[src/hw/pfsa_pkg.sv]
// Shared constants for the program flash self-access block
// What this block does
// - Table fetch moves one byte per instruction
// - Fetch loads addressed byte, pointer optionally adjusted
// - Address bit zero picks high or low byte
// - Self erase always clears a 64-byte row
// - Erase row from pointer bits 21:6 only
// - Long write needs 55h, 0AAh, then go
// - Erase stalls core about 2 ms by timer
// - Long write stalls until programming timer expires
// - Programming unit is one 8-byte block
// - Eight holding registers, stores are short writes
// - Holding registers return to FFh after reset/program
// - FFh holding byte leaves flash byte unchanged
// - Go bit set-only, hardware clears at end
// - Completion flag set by hardware, core clears
// - Pointer 2:0 picks holding register, 21:3 block
// - Abort flag on reset abort or improper start
package pfsa_pkg;
   localparam int          CLK_PERIOD_PS   = 8000;
   localparam longint      LONG_WRITE_US   = 2000;
   // Longest time, so the division rounds down
   localparam int          LONG_WRITE_CYC  =
      int'((LONG_WRITE_US * 1000000) / CLK_PERIOD_PS);
   localparam int          TMR_W           = 24;

   localparam logic [7:0]  OFS_CTRL        = 8'h00;
   localparam logic [7:0]  OFS_KEY         = 8'h04;
   localparam logic [7:0]  OFS_PTR         = 8'h08;
   localparam logic [7:0]  OFS_LATCH       = 8'h0C;
   localparam logic [7:0]  OFS_TBLOP       = 8'h10;
   localparam logic [7:0]  OFS_STAT        = 8'h14;

   localparam int          B_PSEL          = 7;
   localparam int          B_CSEL          = 6;
   localparam int          B_ERASE         = 4;
   localparam int          B_ABORT         = 3;
   localparam int          B_ALLOW         = 2;
   localparam int          B_GO            = 1;
   localparam int          B_DONE_FLAG     = 0;
   localparam int          B_BUSY          = 1;
   localparam int          B_OP_STORE      = 0;
   localparam int          B_MODE_LO       = 1;

   localparam logic [7:0]  KEY_FIRST       = 8'h55;
   localparam logic [7:0]  KEY_SECOND      = 8'hAA;
   localparam logic [7:0]  HOLD_RESET      = 8'hFF;
   localparam int          PTR_W           = 22;
   localparam int          WADDR_W         = 21;
   localparam int          NHOLD           = 8;
   localparam int          ROW_LSB         = 6;
   localparam int          BLK_LSB         = 3;

   localparam logic [1:0]  RESP_OKAY       = 2'h0;
   localparam logic [1:0]  RESP_SLVERR     = 2'h2;

   typedef enum logic [1:0] {
      PM_KEEP    = 2'h0,
      PM_POSTINC = 2'h1,
      PM_POSTDEC = 2'h2,
      PM_PREINC  = 2'h3
   } pfsa_pmode_e;

   typedef enum logic [3:0] {
      WS_IDLE  = 4'h1,
      WS_FETCH = 4'h2,
      WS_LONG  = 4'h4,
      WS_RESP  = 4'h8
   } pfsa_wst_e;
endpackage

[src/hw/pfsa_timer.sv]
// Internal programming timer that ends each long write not aborted by device reset
`timescale 1ns/1ps
module pfsa_timer
   import pfsa_pkg::*;
(
   input  wire logic             clk_i,    // Core clock
   input  wire logic             nrst_i,   // Async reset, low
   input  wire logic             load_i,   // Start a timed cycle
   input  wire logic             abort_i,  // Stop without done
   input  wire logic [TMR_W-1:0] cycles_i, // Cycle count
   output logic                  done_o    // One-cycle end pulse
);
   logic [TMR_W-1:0] cnt_r;
   logic [TMR_W-1:0] cnt_nxt;
   logic             run_r;
   logic             run_nxt;
   logic             done_nxt;

   always_comb begin
      cnt_nxt  = cnt_r;
      run_nxt  = run_r;
      done_nxt = 1'b0;
      if (abort_i) begin
         run_nxt = 1'b0;
      end else if (load_i) begin
         cnt_nxt = cycles_i;
         run_nxt = 1'b1;
      end else if (run_r) begin
         if (cnt_r <= TMR_W'(1)) begin
            run_nxt  = 1'b0;
            done_nxt = 1'b1;
         end else begin
            cnt_nxt = cnt_r - TMR_W'(1);
         end
      end
   end

   always_ff @(posedge clk_i or negedge nrst_i) begin
      if (!nrst_i) begin
         cnt_r  <= '0;
         run_r  <= 1'b0;
         done_o <= 1'b0;
      end else begin
         cnt_r  <= cnt_nxt;
         run_r  <= run_nxt;
         done_o <= done_nxt;
      end
   end
endmodule

[src/hw/pfsa_top.sv]
// Program flash self-access sequencer with AXI4-Lite registers
//
// Local design decisions: the address map and the AXI4-Lite register port.
`timescale 1ns/1ps
module pfsa_top
   import pfsa_pkg::*;
#(
   parameter int ERASE_CYCLES = LONG_WRITE_CYC, // Row erase time
   parameter int PROG_CYCLES  = LONG_WRITE_CYC  // Block program time
)(
   input  wire logic               CLOCK_I,         // 125 MHz core clock
   input  wire logic               NRST_I,          // Async reset, low
   input  wire logic               SYS_RESET_I,     // Device reset pulse
   input  wire logic [7:0]         S_AXI_AWADDR_I,  // Write address
   input  wire logic               S_AXI_AWVALID_I, // Write addr valid
   output logic                    S_AXI_AWREADY_O, // Write addr ready
   input  wire logic [31:0]        S_AXI_WDATA_I,   // Write data
   input  wire logic [3:0]         S_AXI_WSTRB_I,   // Byte enables
   input  wire logic               S_AXI_WVALID_I,  // Write data valid
   output logic                    S_AXI_WREADY_O,  // Write data ready
   output logic [1:0]              S_AXI_BRESP_O,   // Write response
   output logic                    S_AXI_BVALID_O,  // Response valid
   input  wire logic               S_AXI_BREADY_I,  // Response ready
   input  wire logic [7:0]         S_AXI_ARADDR_I,  // Read address
   input  wire logic               S_AXI_ARVALID_I, // Read addr valid
   output logic                    S_AXI_ARREADY_O, // Read addr ready
   output logic [31:0]             S_AXI_RDATA_O,   // Read data
   output logic [1:0]              S_AXI_RRESP_O,   // Read response
   output logic                    S_AXI_RVALID_O,  // Read data valid
   input  wire logic               S_AXI_RREADY_I,  // Read data ready
   output logic [WADDR_W-1:0]      FL_ADDR_O,       // Flash word address
   output logic                    FL_RD_O,         // Word read strobe
   input  wire logic [15:0]        FL_RDATA_I,      // Word, next cycle
   output logic                    FL_ERASE_O,      // Row erase active
   output logic                    FL_PROG_O,       // Block program active
   output logic [NHOLD*8-1:0]      FL_WDATA_O,      // Block data
   output logic [NHOLD-1:0]        FL_WMASK_O,      // Bytes to program
   output logic                    CORE_STALL_O     // Core halted
);
   logic [7:0]         hold_r [NHOLD];
   logic [7:0]         hold_nxt [NHOLD];
   logic [PTR_W-1:0]   ptr_r, ptr_nxt;
   logic [7:0]         latch_r, latch_nxt;
   logic               psel_r, psel_nxt, csel_r, csel_nxt;
   logic               erase_r, erase_nxt, allow_r, allow_nxt;
   logic               abort_r, abort_nxt, go_r, go_nxt;
   logic               dflag_r, dflag_nxt;
   logic [1:0]         key_r, key_nxt;
   logic               byte_hi_r, byte_hi_nxt;
   pfsa_wst_e          wst_r, wst_nxt;
   logic               aw_rdy_r, aw_rdy_nxt, w_rdy_r, w_rdy_nxt;
   logic [7:0]         awaddr_r, awaddr_nxt;
   logic [31:0]        wdata_r, wdata_nxt;
   logic [3:0]         wstrb_r, wstrb_nxt;
   logic [1:0]         bresp_r, bresp_nxt;
   logic               bvalid_r, bvalid_nxt;
   logic               arready_r, arready_nxt, rvalid_r, rvalid_nxt;
   logic [31:0]        rdata_r, rdata_nxt;
   logic [1:0]         rresp_r, rresp_nxt;
   logic [WADDR_W-1:0] fl_addr_r, fl_addr_nxt;
   logic               fl_rd_r, fl_rd_nxt;
   logic               fl_erase_r, fl_erase_nxt, fl_prog_r, fl_prog_nxt;
   logic [NHOLD*8-1:0] fl_wdata_r, fl_wdata_nxt;
   logic [NHOLD-1:0]   fl_wmask_r, fl_wmask_nxt;
   logic               tmr_load, tmr_abort, tmr_done;
   logic [TMR_W-1:0]   tmr_cycles;

   // Address the table instruction works on
   function automatic logic [PTR_W-1:0] op_addr(
      input logic [PTR_W-1:0] p, input logic [1:0] m);
      op_addr = p;
      if (m == PM_PREINC) begin
         op_addr = {p[PTR_W-1], p[WADDR_W-1:0] + WADDR_W'(1)};
      end
   endfunction

   // Pointer after the instruction; only the low 21 bits move
   function automatic logic [PTR_W-1:0] ptr_after(
      input logic [PTR_W-1:0] p, input logic [1:0] m);
      ptr_after = p;
      if (m == PM_POSTINC || m == PM_PREINC) begin
         ptr_after = {p[PTR_W-1], p[WADDR_W-1:0] + WADDR_W'(1)};
      end else if (m == PM_POSTDEC) begin
         ptr_after = {p[PTR_W-1], p[WADDR_W-1:0] - WADDR_W'(1)};
      end
   endfunction

   // Byte-enable merge, used by several registers
   function automatic logic [31:0] merge(
      input logic [31:0] old, input logic [31:0] nw,
      input logic [3:0] strb);
      for (int i = 0; i < 4; i++) begin
         merge[i*8 +: 8] = strb[i] ? nw[i*8 +: 8] : old[i*8 +: 8];
      end
   endfunction

   always_comb begin
      logic [31:0]      cv;
      logic [PTR_W-1:0] a;
      logic             ok;
      cv           = '0;
      a            = '0;
      ok           = 1'b0;
      hold_nxt     = hold_r;
      ptr_nxt      = ptr_r;
      latch_nxt    = latch_r;
      psel_nxt     = psel_r;
      csel_nxt     = csel_r;
      erase_nxt    = erase_r;
      allow_nxt    = allow_r;
      abort_nxt    = abort_r;
      go_nxt       = go_r;
      dflag_nxt    = dflag_r;
      key_nxt      = key_r;
      byte_hi_nxt  = byte_hi_r;
      wst_nxt      = wst_r;
      aw_rdy_nxt   = aw_rdy_r;
      w_rdy_nxt    = w_rdy_r;
      awaddr_nxt   = awaddr_r;
      wdata_nxt    = wdata_r;
      wstrb_nxt    = wstrb_r;
      bresp_nxt    = bresp_r;
      bvalid_nxt   = bvalid_r;
      fl_addr_nxt  = fl_addr_r;
      fl_rd_nxt    = 1'b0;
      fl_erase_nxt = fl_erase_r;
      fl_prog_nxt  = fl_prog_r;
      fl_wdata_nxt = fl_wdata_r;
      fl_wmask_nxt = fl_wmask_r;
      tmr_load     = 1'b0;
      tmr_abort    = 1'b0;
      tmr_cycles   = TMR_W'(PROG_CYCLES);

      if (S_AXI_AWREADY_O && S_AXI_AWVALID_I) begin
         aw_rdy_nxt  = 1'b0;
         awaddr_nxt  = S_AXI_AWADDR_I;
      end
      if (S_AXI_WREADY_O && S_AXI_WVALID_I) begin
         w_rdy_nxt  = 1'b0;
         wdata_nxt  = S_AXI_WDATA_I;
         wstrb_nxt  = S_AXI_WSTRB_I;
      end

      case (wst_r)
         WS_IDLE: begin
            if (!aw_rdy_r && !w_rdy_r) begin
               aw_rdy_nxt  = 1'b1;
               w_rdy_nxt   = 1'b1;
               bresp_nxt   = RESP_OKAY;
               bvalid_nxt  = 1'b1;
               wst_nxt     = WS_RESP;
               key_nxt     = 2'h0;
               a = op_addr(ptr_r, wdata_r[B_MODE_LO +: 2]);
               case (awaddr_r)
                  OFS_CTRL: begin
                     cv = merge({24'h0, psel_r, csel_r, 1'b0, erase_r,
                                 abort_r, allow_r, go_r, 1'b0},
                                wdata_r, wstrb_r);
                     psel_nxt  = cv[B_PSEL];
                     csel_nxt  = cv[B_CSEL];
                     erase_nxt = cv[B_ERASE];
                     allow_nxt = cv[B_ALLOW];
                     abort_nxt = cv[B_ABORT];
                     if (cv[B_GO] && !go_r) begin
                        ok = (key_r == 2'h2) && cv[B_ALLOW]
                             && cv[B_PSEL] && !cv[B_CSEL];
                        abort_nxt = 1'b1;
                        if (ok) begin
                           go_nxt     = 1'b1;
                           tmr_load   = 1'b1;
                           bvalid_nxt = 1'b0;
                           wst_nxt    = WS_LONG;
                           if (cv[B_ERASE]) begin
                              tmr_cycles   = TMR_W'(ERASE_CYCLES);
                              fl_erase_nxt = 1'b1;
                              fl_addr_nxt  = {ptr_r[PTR_W-1:ROW_LSB],
                                 (ROW_LSB-1)'(0)};
                           end else begin
                              fl_prog_nxt = 1'b1;
                              fl_addr_nxt = {ptr_r[PTR_W-1:BLK_LSB],
                                 (BLK_LSB-1)'(0)};
                              for (int i = 0; i < NHOLD; i++) begin
                                 fl_wdata_nxt[i*8 +: 8] = hold_r[i];
                                 fl_wmask_nxt[i] =
                                    (hold_r[i] != HOLD_RESET);
                              end
                           end
                        end
                     end
                  end
                  OFS_KEY: begin
                     if (wstrb_r[0]) begin
                        if (wdata_r[7:0] == KEY_FIRST) begin
                           key_nxt = 2'h1;
                        end else if (wdata_r[7:0] == KEY_SECOND
                                     && key_r == 2'h1) begin
                           key_nxt = 2'h2;
                        end
                     end
                  end
                  OFS_PTR: begin
                     cv      = merge({10'h0, ptr_r}, wdata_r, wstrb_r);
                     ptr_nxt = cv[PTR_W-1:0];
                  end
                  OFS_LATCH: begin
                     cv        = merge({24'h0, latch_r}, wdata_r,
                                       wstrb_r);
                     latch_nxt = cv[7:0];
                  end
                  OFS_TBLOP: begin
                     if (wstrb_r[0]) begin
                        ptr_nxt = ptr_after(ptr_r,
                           wdata_r[B_MODE_LO +: 2]);
                        if (wdata_r[B_OP_STORE]) begin
                           // Short write: array untouched
                           hold_nxt[a[BLK_LSB-1:0]] = latch_r;
                        end else begin
                           fl_addr_nxt = a[PTR_W-1:1];
                           byte_hi_nxt = a[0];
                           fl_rd_nxt   = 1'b1;
                           bvalid_nxt  = 1'b0;
                           wst_nxt     = WS_FETCH;
                        end
                     end
                  end
                  OFS_STAT: begin
                     if (wstrb_r[0] && wdata_r[B_DONE_FLAG]) begin
                        dflag_nxt = 1'b0;
                     end
                  end
                  default: begin
                     bresp_nxt = RESP_SLVERR;
                  end
               endcase
            end
         end
         WS_FETCH: begin
            latch_nxt  = byte_hi_r ? FL_RDATA_I[15:8]
                                   : FL_RDATA_I[7:0];
            bvalid_nxt = 1'b1;
            wst_nxt    = WS_RESP;
         end
         WS_LONG: begin
            // Response withheld, so the core sees the whole cycle
            if (tmr_done) begin
               go_nxt       = 1'b0;
               erase_nxt    = 1'b0;
               abort_nxt    = 1'b0;
               dflag_nxt    = 1'b1;
               fl_erase_nxt = 1'b0;
               fl_prog_nxt  = 1'b0;
               if (fl_prog_r) begin
                  for (int i = 0; i < NHOLD; i++) begin
                     hold_nxt[i] = HOLD_RESET;
                  end
               end
               bvalid_nxt = 1'b1;
               wst_nxt    = WS_RESP;
            end
         end
         WS_RESP: begin
            if (S_AXI_BREADY_I) begin
               bvalid_nxt = 1'b0;
               wst_nxt    = WS_IDLE;
            end
         end
         default: begin
            bvalid_nxt = 1'b0;
            wst_nxt    = WS_IDLE;
         end
      endcase

      // Device reset ends a timed cycle early; abort flag and
      // space selects survive so software can trace it
      if (SYS_RESET_I) begin
         for (int i = 0; i < NHOLD; i++) begin
            hold_nxt[i] = HOLD_RESET;
         end
         tmr_abort    = 1'b1;
         go_nxt       = 1'b0;
         erase_nxt    = 1'b0;
         allow_nxt    = 1'b0;
         key_nxt      = 2'h0;
         fl_erase_nxt = 1'b0;
         fl_prog_nxt  = 1'b0;
         if (wst_r == WS_LONG) begin
            bvalid_nxt = 1'b1;
            bresp_nxt  = RESP_OKAY;
            wst_nxt    = WS_RESP;
         end
      end
   end

   always_ff @(posedge CLOCK_I or negedge NRST_I) begin
      if (!NRST_I) begin
         for (int i = 0; i < NHOLD; i++) begin
            hold_r[i] <= HOLD_RESET;
         end
         ptr_r      <= '0;
         latch_r    <= '0;
         psel_r     <= 1'b0;
         csel_r     <= 1'b0;
         erase_r    <= 1'b0;
         allow_r    <= 1'b0;
         abort_r    <= 1'b0;
         go_r       <= 1'b0;
         dflag_r    <= 1'b0;
         key_r      <= 2'h0;
         byte_hi_r  <= 1'b0;
         wst_r      <= WS_IDLE;
         aw_rdy_r   <= 1'b1;
         w_rdy_r    <= 1'b1;
         awaddr_r   <= '0;
         wdata_r    <= '0;
         wstrb_r    <= '0;
         bresp_r    <= RESP_OKAY;
         bvalid_r   <= 1'b0;
         fl_addr_r  <= '0;
         fl_rd_r    <= 1'b0;
         fl_erase_r <= 1'b0;
         fl_prog_r  <= 1'b0;
         fl_wdata_r <= '0;
         fl_wmask_r <= '0;
      end else begin
         hold_r     <= hold_nxt;
         ptr_r      <= ptr_nxt;
         latch_r    <= latch_nxt;
         psel_r     <= psel_nxt;
         csel_r     <= csel_nxt;
         erase_r    <= erase_nxt;
         allow_r    <= allow_nxt;
         abort_r    <= abort_nxt;
         go_r       <= go_nxt;
         dflag_r    <= dflag_nxt;
         key_r      <= key_nxt;
         byte_hi_r  <= byte_hi_nxt;
         wst_r      <= wst_nxt;
         aw_rdy_r   <= aw_rdy_nxt;
         w_rdy_r    <= w_rdy_nxt;
         awaddr_r   <= awaddr_nxt;
         wdata_r    <= wdata_nxt;
         wstrb_r    <= wstrb_nxt;
         bresp_r    <= bresp_nxt;
         bvalid_r   <= bvalid_nxt;
         fl_addr_r  <= fl_addr_nxt;
         fl_rd_r    <= fl_rd_nxt;
         fl_erase_r <= fl_erase_nxt;
         fl_prog_r  <= fl_prog_nxt;
         fl_wdata_r <= fl_wdata_nxt;
         fl_wmask_r <= fl_wmask_nxt;
      end
   end

   // Read channel: one beat, answer one cycle after acceptance
   always_comb begin
      arready_nxt = arready_r;
      rvalid_nxt  = rvalid_r;
      rdata_nxt   = rdata_r;
      rresp_nxt   = rresp_r;
      if (arready_r && S_AXI_ARVALID_I) begin
         arready_nxt = 1'b0;
         rvalid_nxt  = 1'b1;
         rresp_nxt   = RESP_OKAY;
         rdata_nxt   = '0;
         case (S_AXI_ARADDR_I)
            OFS_CTRL:  rdata_nxt = {24'h0, psel_r, csel_r, 1'b0, erase_r,
                                    abort_r, allow_r, go_r, 1'b0};
            OFS_KEY:   rdata_nxt = '0;
            OFS_PTR:   rdata_nxt = {10'h0, ptr_r};
            OFS_LATCH: rdata_nxt = {24'h0, latch_r};
            OFS_TBLOP: rdata_nxt = '0;
            OFS_STAT:  rdata_nxt = {30'h0, go_r, dflag_r};
            default:   rresp_nxt = RESP_SLVERR;
         endcase
      end else if (rvalid_r && S_AXI_RREADY_I) begin
         rvalid_nxt  = 1'b0;
         arready_nxt = 1'b1;
      end
   end

   always_ff @(posedge CLOCK_I or negedge NRST_I) begin
      if (!NRST_I) begin
         arready_r <= 1'b1;
         rvalid_r  <= 1'b0;
         rdata_r   <= '0;
         rresp_r   <= RESP_OKAY;
      end else begin
         arready_r <= arready_nxt;
         rvalid_r  <= rvalid_nxt;
         rdata_r   <= rdata_nxt;
         rresp_r   <= rresp_nxt;
      end
   end

   pfsa_timer u_timer (
      .clk_i    (CLOCK_I),
      .nrst_i   (NRST_I),
      .load_i   (tmr_load),
      .abort_i  (tmr_abort),
      .cycles_i (tmr_cycles),
      .done_o   (tmr_done)
   );

   assign S_AXI_AWREADY_O = aw_rdy_r;
   assign S_AXI_WREADY_O  = w_rdy_r;
   assign S_AXI_BRESP_O   = bresp_r;
   assign S_AXI_BVALID_O  = bvalid_r;
   assign S_AXI_ARREADY_O = arready_r;
   assign S_AXI_RDATA_O   = rdata_r;
   assign S_AXI_RRESP_O   = rresp_r;
   assign S_AXI_RVALID_O  = rvalid_r;
   assign FL_ADDR_O       = fl_addr_r;
   assign FL_RD_O         = fl_rd_r;
   assign FL_ERASE_O      = fl_erase_r;
   assign FL_PROG_O       = fl_prog_r;
   assign FL_WDATA_O      = fl_wdata_r;
   assign FL_WMASK_O      = fl_wmask_r;
   assign CORE_STALL_O    = go_r;
endmodule
[config.mk]
export PLATFORM = sky130hd
export DESIGN_NAME = pfsa_top
export DESIGN_NICKNAME = d
export VERILOG_FILES = /design/src/hw/pfsa_pkg.sv /design/src/hw/pfsa_timer.sv /design/src/hw/pfsa_top.sv
export SDC_FILE = /design/constraint.sdc
export NUM_CORES = 1
export LEC_CHECK = 0
export ABC_AREA = 1
export BUFFER_PORTS_ARGS = -buffer_cell sky130_fd_sc_hd__buf_4
export CAP_MARGIN = 20
export CELL_PAD_IN_SITES_DETAIL_PLACEMENT = 2
export CELL_PAD_IN_SITES_GLOBAL_PLACEMENT = 2
export CORE_ASPECT_RATIO = 0.6
export CORE_MARGIN = 2
export CORE_UTILIZATION = 30
export CTS_CLUSTER_SIZE = 20
export DETAILED_ROUTE_END_ITERATION = 6
export PLACE_DENSITY_LB_ADDON = 0.1
export REMOVE_ABC_BUFFERS = 1
export SLEW_MARGIN = 20
export SYNTH_ARGS = -nofsm -noshare
export SYNTH_HDL_FRONTEND = slang
export SYNTH_SLANG_ARGS = --single-unit
[constraint.sdc]
create_clock -name CLOCK_I -period 2.03 [get_ports CLOCK_I]
set_clock_uncertainty 0.1 [all_clocks]
set_input_delay 0.3045 -clock CLOCK_I [delete_from_list [all_inputs] [get_ports CLOCK_I]]
set_output_delay 0.3045 -clock CLOCK_I [all_outputs]
set_load 0.01 [all_outputs]
# Yosys cells after proc, flatten, opt, wreduce, memory -nomap -nowiden
# Index checks and enable logic that the tools add are counted.
[word_totals] out_inout_bits=138 regBits=304 latchBits=0 n_memories=0 romBits=0 ram_bits=0 input_bits=76
[op_classes] add_sub_neg=3 eq_ne=57 n_mul=0 div=0 order_cmp=3 n_shift=0 n_bitwise=5 muxes=138 n_reduce_logical=50
[ops] operator="$mux 64" count=7
[ops] operator="$mux 21" count=8
[ops] operator="$pmux 64 s2" count=1
[ops] operator="$pmux 22 s4" count=1
[ops] operator="$mux 24" count=3
[ops] operator="$mux 1" count=70
[ops] operator="$bwmux 64" count=1
[ops] operator="$ne 8x8->1 const B" count=8
[ops] operator="$mux 8" count=7
[ops] operator="$mux 22" count=2
[ops] operator="$pmux 22 s2" count=1
[ops] operator="$pmux 21 s2" count=1
[ops] operator="$mux 4" count=9
[ops] operator="$eq 8x4->1 const B" count=4
[ops] operator="$eq 8x5->1 const B" count=4
[ops] operator="$ne 3x3->1 const B" count=10
[ops] operator="$reduce_and 6->1" count=5
[ops] operator="$reduce_and 7->1" count=4
[ops] operator="$mux 2" count=13
[ops] operator="$demux 8 s3" count=1
[ops] operator="$le 24x1->1 const B" count=1
[ops] operator="$sub 24x1->24 const B" count=1
[ops] operator="$ne 2x2->1 const B" count=11
[ops] operator="$add 21x1->21 const B" count=1
[ops] operator="other kinds (34)" count=82

# Logic depth before layout (Yosys ltp)
[depth] word_depth=16 ltp_mapped=13 ltp_nobuf=12

# Modules after synthesis
# From an unflattened synthesis, not the netlist that was laid out.
[unflattened] hier_cells=2044 hier_area_um2=15325.9
[modules_own_cells] module="pfsa_top" seq_area_each_um2=6766.5 n_inst=1 area_each_um2=13252.7 cells_per_inst=1701
[modules_own_cells] module="pfsa_timer" seq_area_each_um2=650.6 n_inst=1 area_each_um2=2073.2 cells_per_inst=343

# Worst setup path before layout
# No wires, ideal clock.
[synth_timing] path_type="flip-flop to flip-flop" start="register ptr_r[0]" end="register hold_r[48] (netlist name)" path_slack_ns=0.055 synth_period_minus_slack_ns=1.975 setup_time_ns=0.076 stages_incl_launch_ff=11 t_arrival_ns=1.799 cell_sequence="dfrtp_1 inv_1 ha_1 o21ai_1 inv_1 nor2_1 nand2_1 nand2_1 nand2_2 nand2_1 nand2_1"
[synth_via] elab_chain_cells=16 word_cells_on_any_way=17 classes_between="add/sub: 1; order compare: 2; mux: 12; bitwise: 1; reduce/logical: 1"
[synth_lines] item="start, declared" line="pfsa_top.sv:42" text="logic [PTR_W-1:0] ptr_r, ptr_nxt;"
[synth_lines] item="start signal, assigned" line="pfsa_top.sv:326" text="ptr_r <= ptr_nxt;"
[synth_lines] item="$add 21x1->21" line="pfsa_top.sv:73" text="op_addr = {p[PTR_W-1], p[WADDR_W-1:0] + WADDR_W'(1)};"
[synth_lines] item="$mux 21 (*)" line="pfsa_top.sv:72" text="if (m == PM_PREINC) begin"
[synth_lines] item="$mux 22 (*)" line="pfsa_top.sv:146" text="if (!aw_rdy_r && !w_rdy_r) begin"
[synth_lines] item="$mux 22 (*)" line="pfsa_top.sv:144" text="case (wst_r)"
[synth_lines] item="$not 3->4 (implied by the code) (*)" line="pfsa_top.sv:216" text="hold_nxt[a[BLK_LSB-1:0]] = latch_r;"
[synth_lines] item="$ge 4x4->1 (implied by the code) or $lt 4x1->1 (tied branches)" line="pfsa_top.sv:216"
[synth_lines] item="$logic_and 1x1->1 (implied by the code)" line="pfsa_top.sv:216"
[synth_lines] item="$mux 8 (implied by the code)" line="pfsa_top.sv:216"
[synth_lines] item="$demux 8 s3 (*)" line="pfsa_top.sv:216"
[synth_lines] item="$bwmux 64 (*)" line="pfsa_top.sv:216"
[synth_lines] item="$mux 64 (*)" line="pfsa_top.sv:214" text="if (wdata_r[B_OP_STORE]) begin"
[synth_lines] item="$mux 64 (*)" line="pfsa_top.sv:211" text="if (wstrb_r[0]) begin"
[synth_lines] item="$mux 64 (*)" line="pfsa_top.sv:154" text="case (awaddr_r)"
[synth_lines] item="$mux 64 (*)" line="pfsa_top.sv:146"
[synth_lines] item="$pmux 64 s2 (*)" line="pfsa_top.sv:144"
[synth_lines] item="$mux 64 (*)" line="pfsa_top.sv:275" text="if (SYS_RESET_I) begin"
[synth_lines] item="end signal, assigned" line="pfsa_top.sv:325" text="hold_r <= hold_nxt;"
[synth_lines] item="end, declared" line="pfsa_top.sv:40" text="logic [7:0] hold_r [NHOLD];"
# Every way passes the cells marked *; elsewhere a longest branch is shown, timed or not. The select of a mux whose other input is x is not followed.
# A chain may end at the register's enable or synchronous reset.

# Worst setup path after layout
[layout_timing] start="register wstrb_r[0]" end="register fl_wdata_r[36], in the netlist FL_WDATA_O[36]"
[layout_via] elab_chain_cells=5 word_cells_on_any_way=8 classes_between="mux: 1; bitwise: 1; reduce/logical: 6"
[layout_lines] item="start, declared" line="pfsa_top.sv:54" text="logic [3:0] wstrb_r, wstrb_nxt;"
[layout_lines] item="start signal, assigned" line="pfsa_top.sv:342" text="wstrb_r <= wstrb_nxt;"
[layout_lines] item="$mux 8 (*)" line="pfsa_top.sv:93" text="merge[i*8 +: 8] = strb[i] ? nw[i*8 +: 8] : old[i*8 +: 8];"
[layout_lines] item="$logic_and 1x1->1" line="pfsa_top.sv:165" text="ok = (key_r == 2'h2) && cv[B_ALLOW]"
[layout_lines] item="$logic_and 1x1->1 (2 in series)" line="pfsa_top.sv:166" text="&& cv[B_PSEL] && !cv[B_CSEL];"
[layout_lines] item="$reduce_and 6->1 (no line) (*)"
[layout_lines] item="end signal, assigned" line="pfsa_top.sv:349" text="fl_wdata_r <= fl_wdata_nxt;"
[layout_lines] item="end, declared" line="pfsa_top.sv:63" text="logic [NHOLD*8-1:0] fl_wdata_r, fl_wdata_nxt;"
# Marks and branches as above.

==> results by group <==
Outcome
  – Outcome: finished, violations left
  – Violated checks: negative setup slack

Clock network
  – CTS max path bufs: 3
  – CTS tree: yes
  – Skew-Pair Late Insertion Delay: 540 ps
  – Clk root buf: clkbuf_16
  – TritonCTS Buffers: 34
  – H-tree depth: 2
  – Clock Sinks: 293
  – Reg clk slew, reported paths: around 70 ps

STA
  – Final setup fails: 149
  – Setup ws final: -139 ps
  – Max Slew Vio Count: 0
  – Worst relative slew slack: 0.655
  – Count of final hold-check violations: 0
  – RSZ-0062 raised after global routing: true
  – Worst slew pin tran: ~520 ps
  – Crit share post-route: 1.07
  – FMAX: roughly 460 MHz
  – Min cycle time layout: approximately 2200 ps

Detailed routing
  – DRT Pass-1 Iters: 4
  – DR WL/cell: ~22 µm
  – Via density: about 5
  – Vias: between 15000 and 20000
  – DR iter-0 viols: 861
  – DRC: 0
  – Final wirelength: 66700 µm
  – Antenna Nets Post-Route: 0

Layout
  – Share of cells above drive strength 1: 0.293
  – Most frequent cells in the layout: 680 x nand2_1, 367 x buf_4, 220 x dfrtp_1, 192 x nor2_1, 158 x nand3_1
  – Most common cell after layout, fill and taps aside: nand2_1
  – Final core utilization: 0.432
  – Area delta synth->final: 43.1%
  – # fillers: around 5600
  – Layout Nets: ~2500

Floorplan
  – Ports: between 200 and 250
  – Row count: 63
  – Core area: 49100 µm²
  – DIE AREA: ~51000 µm²
  – Die height: approximately 180 µm
  – Die Wd: approximately 290 µm
  – Starting density of the core: 0.302

Worst setup path
  – Crit Path Category: reg2reg
  – CP max-delay cell: dfrtp_2
  – Most used cell, CP: nand2_1
  – Critical Path Max Stage Delay: about 460 ps
  – Reg2reg path depth: 12
  – Reg2reg end: FL_WDATA_O[36]
  – Crit path arrival time: about 2500 ps
  – FF-to-FF Start: wstrb_r[0]
  – Reg2Reg Setup Slack: -140 ps
  – Cell family with most CP delay: buffers and inverters
  – Largest fanout on the critical path: 6
  – Bufs and invs on worst path: 6
  – WP data required: 2390 ps
  – CP Cell Sequence: buf_6, buf_4, nand2_1, o21ai_2, nand2_1, nor3_4, buf_6, buf_12, buf_12, clkbuf_16, nand2_2, nand2_1
  – Setup crit start kind: flip-flop
  – CP Capture Type: flip-flop

Pwr
  – Peak VDD IR: 0.632 mV
  – P_int: 14.9 mW
  – NetSw: around 9.2 mW
  – Combinational power share: 0.364
  – Seq pwr share: 0.362
  – Static leakage: 10.8 nW
  – Clock power frac: 0.273
  – Power after layout: around 24 mW
  – Switching Share: 0.381
  – P per Cell Area: 1130 nW/µm²

Placed design
  – Final GP Congestion: slightly below 1
  – Setup WS pre-CTS: -378 ps
  – HPWL after DPL: around 47000 µm
  – Port Buf Inserts: approximately 190

Yosys
  – Cell variety after synth: between 40 and 50
  – #FFs+latches synth: 293
  – Post-synth top flop: dfrtp_1
  – Async SR Flop Fraction: 1.00
  – Avg Cell Area, Syn: about 7.6 µm²
  – Post-synth EDFFs: 0
  – Post-Synthesis Cell Area: 14800 µm²
  – Sequential share of the synthesized area: 0.500
  – Ys Warns: 0
  – Cells after synthesis: slightly below 2000

GRT
  – Grt ovf: 0
  – Vias in the first global route: roughly 17000
  – Wire length of the first global-routing pass: about 100000 µm
  – Initial antenna violation count: 1
  – Largest net degree at the start of global routing: between 60 and 70
  – Total track usage: 0.257

Worst hold path
  – Worst min path class: in2reg
  – Worst Hold End: S_AXI_RRESP_O[1]
  – Worst hold stages: 4
  – HP Start: S_AXI_ARADDR_I[4]

Flow run
  – Max-cap viol count: 0
==> worst max path at each step <==
stage	startpoint	endpoint	slack (ps)	cells past startpoint
3_3_place_gp	awaddr_r[2]	FL_ADDR_O[5]	-300	11
2_1_floorplan	wdata_r[1]	FL_WMASK_O[0]	-1730	6
4_1_cts	wst_r[0]	FL_WMASK_O[1]	-80	10
5_1_grt	wstrb_r[0]	FL_WDATA_O[36]	-240	12
3_5_place_dp	awaddr_r[3]	FL_ADDR_O[5]	-380	11
6_report	wstrb_r[0]	FL_WDATA_O[36]	-140	12
==> through the flow <==
step | hold slack (ps) | instances | instance area, µm² | setup TNS, ps
floorplan | -91.1 | 1874 | 14500 | -204520
global placement | 182 | 2907 | 18400 | -10690
detailed placement | 179 | 2907 | 18400 | -29590
CTS | 14.0 | 3040 | 20800 | -4010
global route | 66.0 | 3052 | 21200 | -27560
finish | 51.5 | 3052 | 21200 | -7610
==> tightest hold or removal path, stage by stage <==
cell,delay [ps]
buf_4,80
nand3_1,100
nand2_1,80
a31oi_1,80
==> cell families after synthesis <==
family / Yosys count / share of synthesized area
AOI/OAI and AO/OA: 215 / 0.0793
buffers and inverters: 204 / 0.0593
xor gates and xnor gates: 35 / 0.0207
muxes: 12 / 0.00912
DFF: 293 / 0.500
other: 1 / 0.000253
and+or+nand+nor: 1176 / 0.328
adders and majority gates: 4 / 0.00338
==> power groups by stage <==
stage	logic [mW]	clock network (mW)	registers [mW]
finish	8.75	6.57	8.71
global route	9.61	6.94	8.86
CTS	8.22	6.71	8.64
detailed placement	6.98	0	8.74
global placement	6.61	0	8.67
floorplan	3.67	0	8.37
==> what timing repair did <==
item	CTS	global route
hold endpoints to repair	80	0
resized for setup	93	90
setup buffers	23	10
hold buffers	40	0
gates cloned	8	3
setup endpoints to repair	212	222
pin swaps	10	23
==> Yosys cell counts (26+ instances only) <==
cell / n / area share
a21oi_1: 50 / 0.017
o21ai_0: 80 / 0.027
nor2_1: 217 / 0.055
buf_2: 28 / 0.0095
nand3_1: 170 / 0.057
nand2_1: 713 / 0.18
inv_1: 111 / 0.028
clkbuf_1: 29 / 0.0073
dfrtp_1: 225 / 0.38
nand4_1: 34 / 0.014
dfstp_2: 68 / 0.12
xor2_1: 26 / 0.015
o21ai_1: 45 / 0.015
==> sequential cells by signal (all words and copies together), names as in the netlist, 3 cells and up <==
register,cells
hold_r,64
u_timer.cnt_r,24
FL_WMASK_O,8
FL_ADDR_O,21
wdata_r,22
wst_r,4
latch_r,8
wstrb_r,3
ptr_r,22
awaddr_r,8
FL_WDATA_O,64
S_AXI_RDATA_O,22
==> cell type report <==
cell class	instances	area, µm²	share of cell area
diodes	1	2.50	0.000118
clock buffers	48	953	0.0449
clock inverters	14	191	0.00902
inverters	128	497	0.0234
multi-input cells	1453	7090	0.334
flip-flops and latches	293	7420	0.350
well taps	650	813	0.0383
repair buffers	465	4240	0.200
==> layer usage <==
metal / wire [µm] / vias to the layer above / global-route usage / share of wire
met5: 0 / - / 0 / 0
met4: 1230 / 0 / 0.0514 / 0.018
met3: 2350 / 75 / 0.0393 / 0.035
met2: 28900 / 239 / 0.393 / 0.43
met1: 34200 / 7828 / 0.385 / 0.51
li1: - / 7095 / - / -
Power figures use the tool's default switching activity.
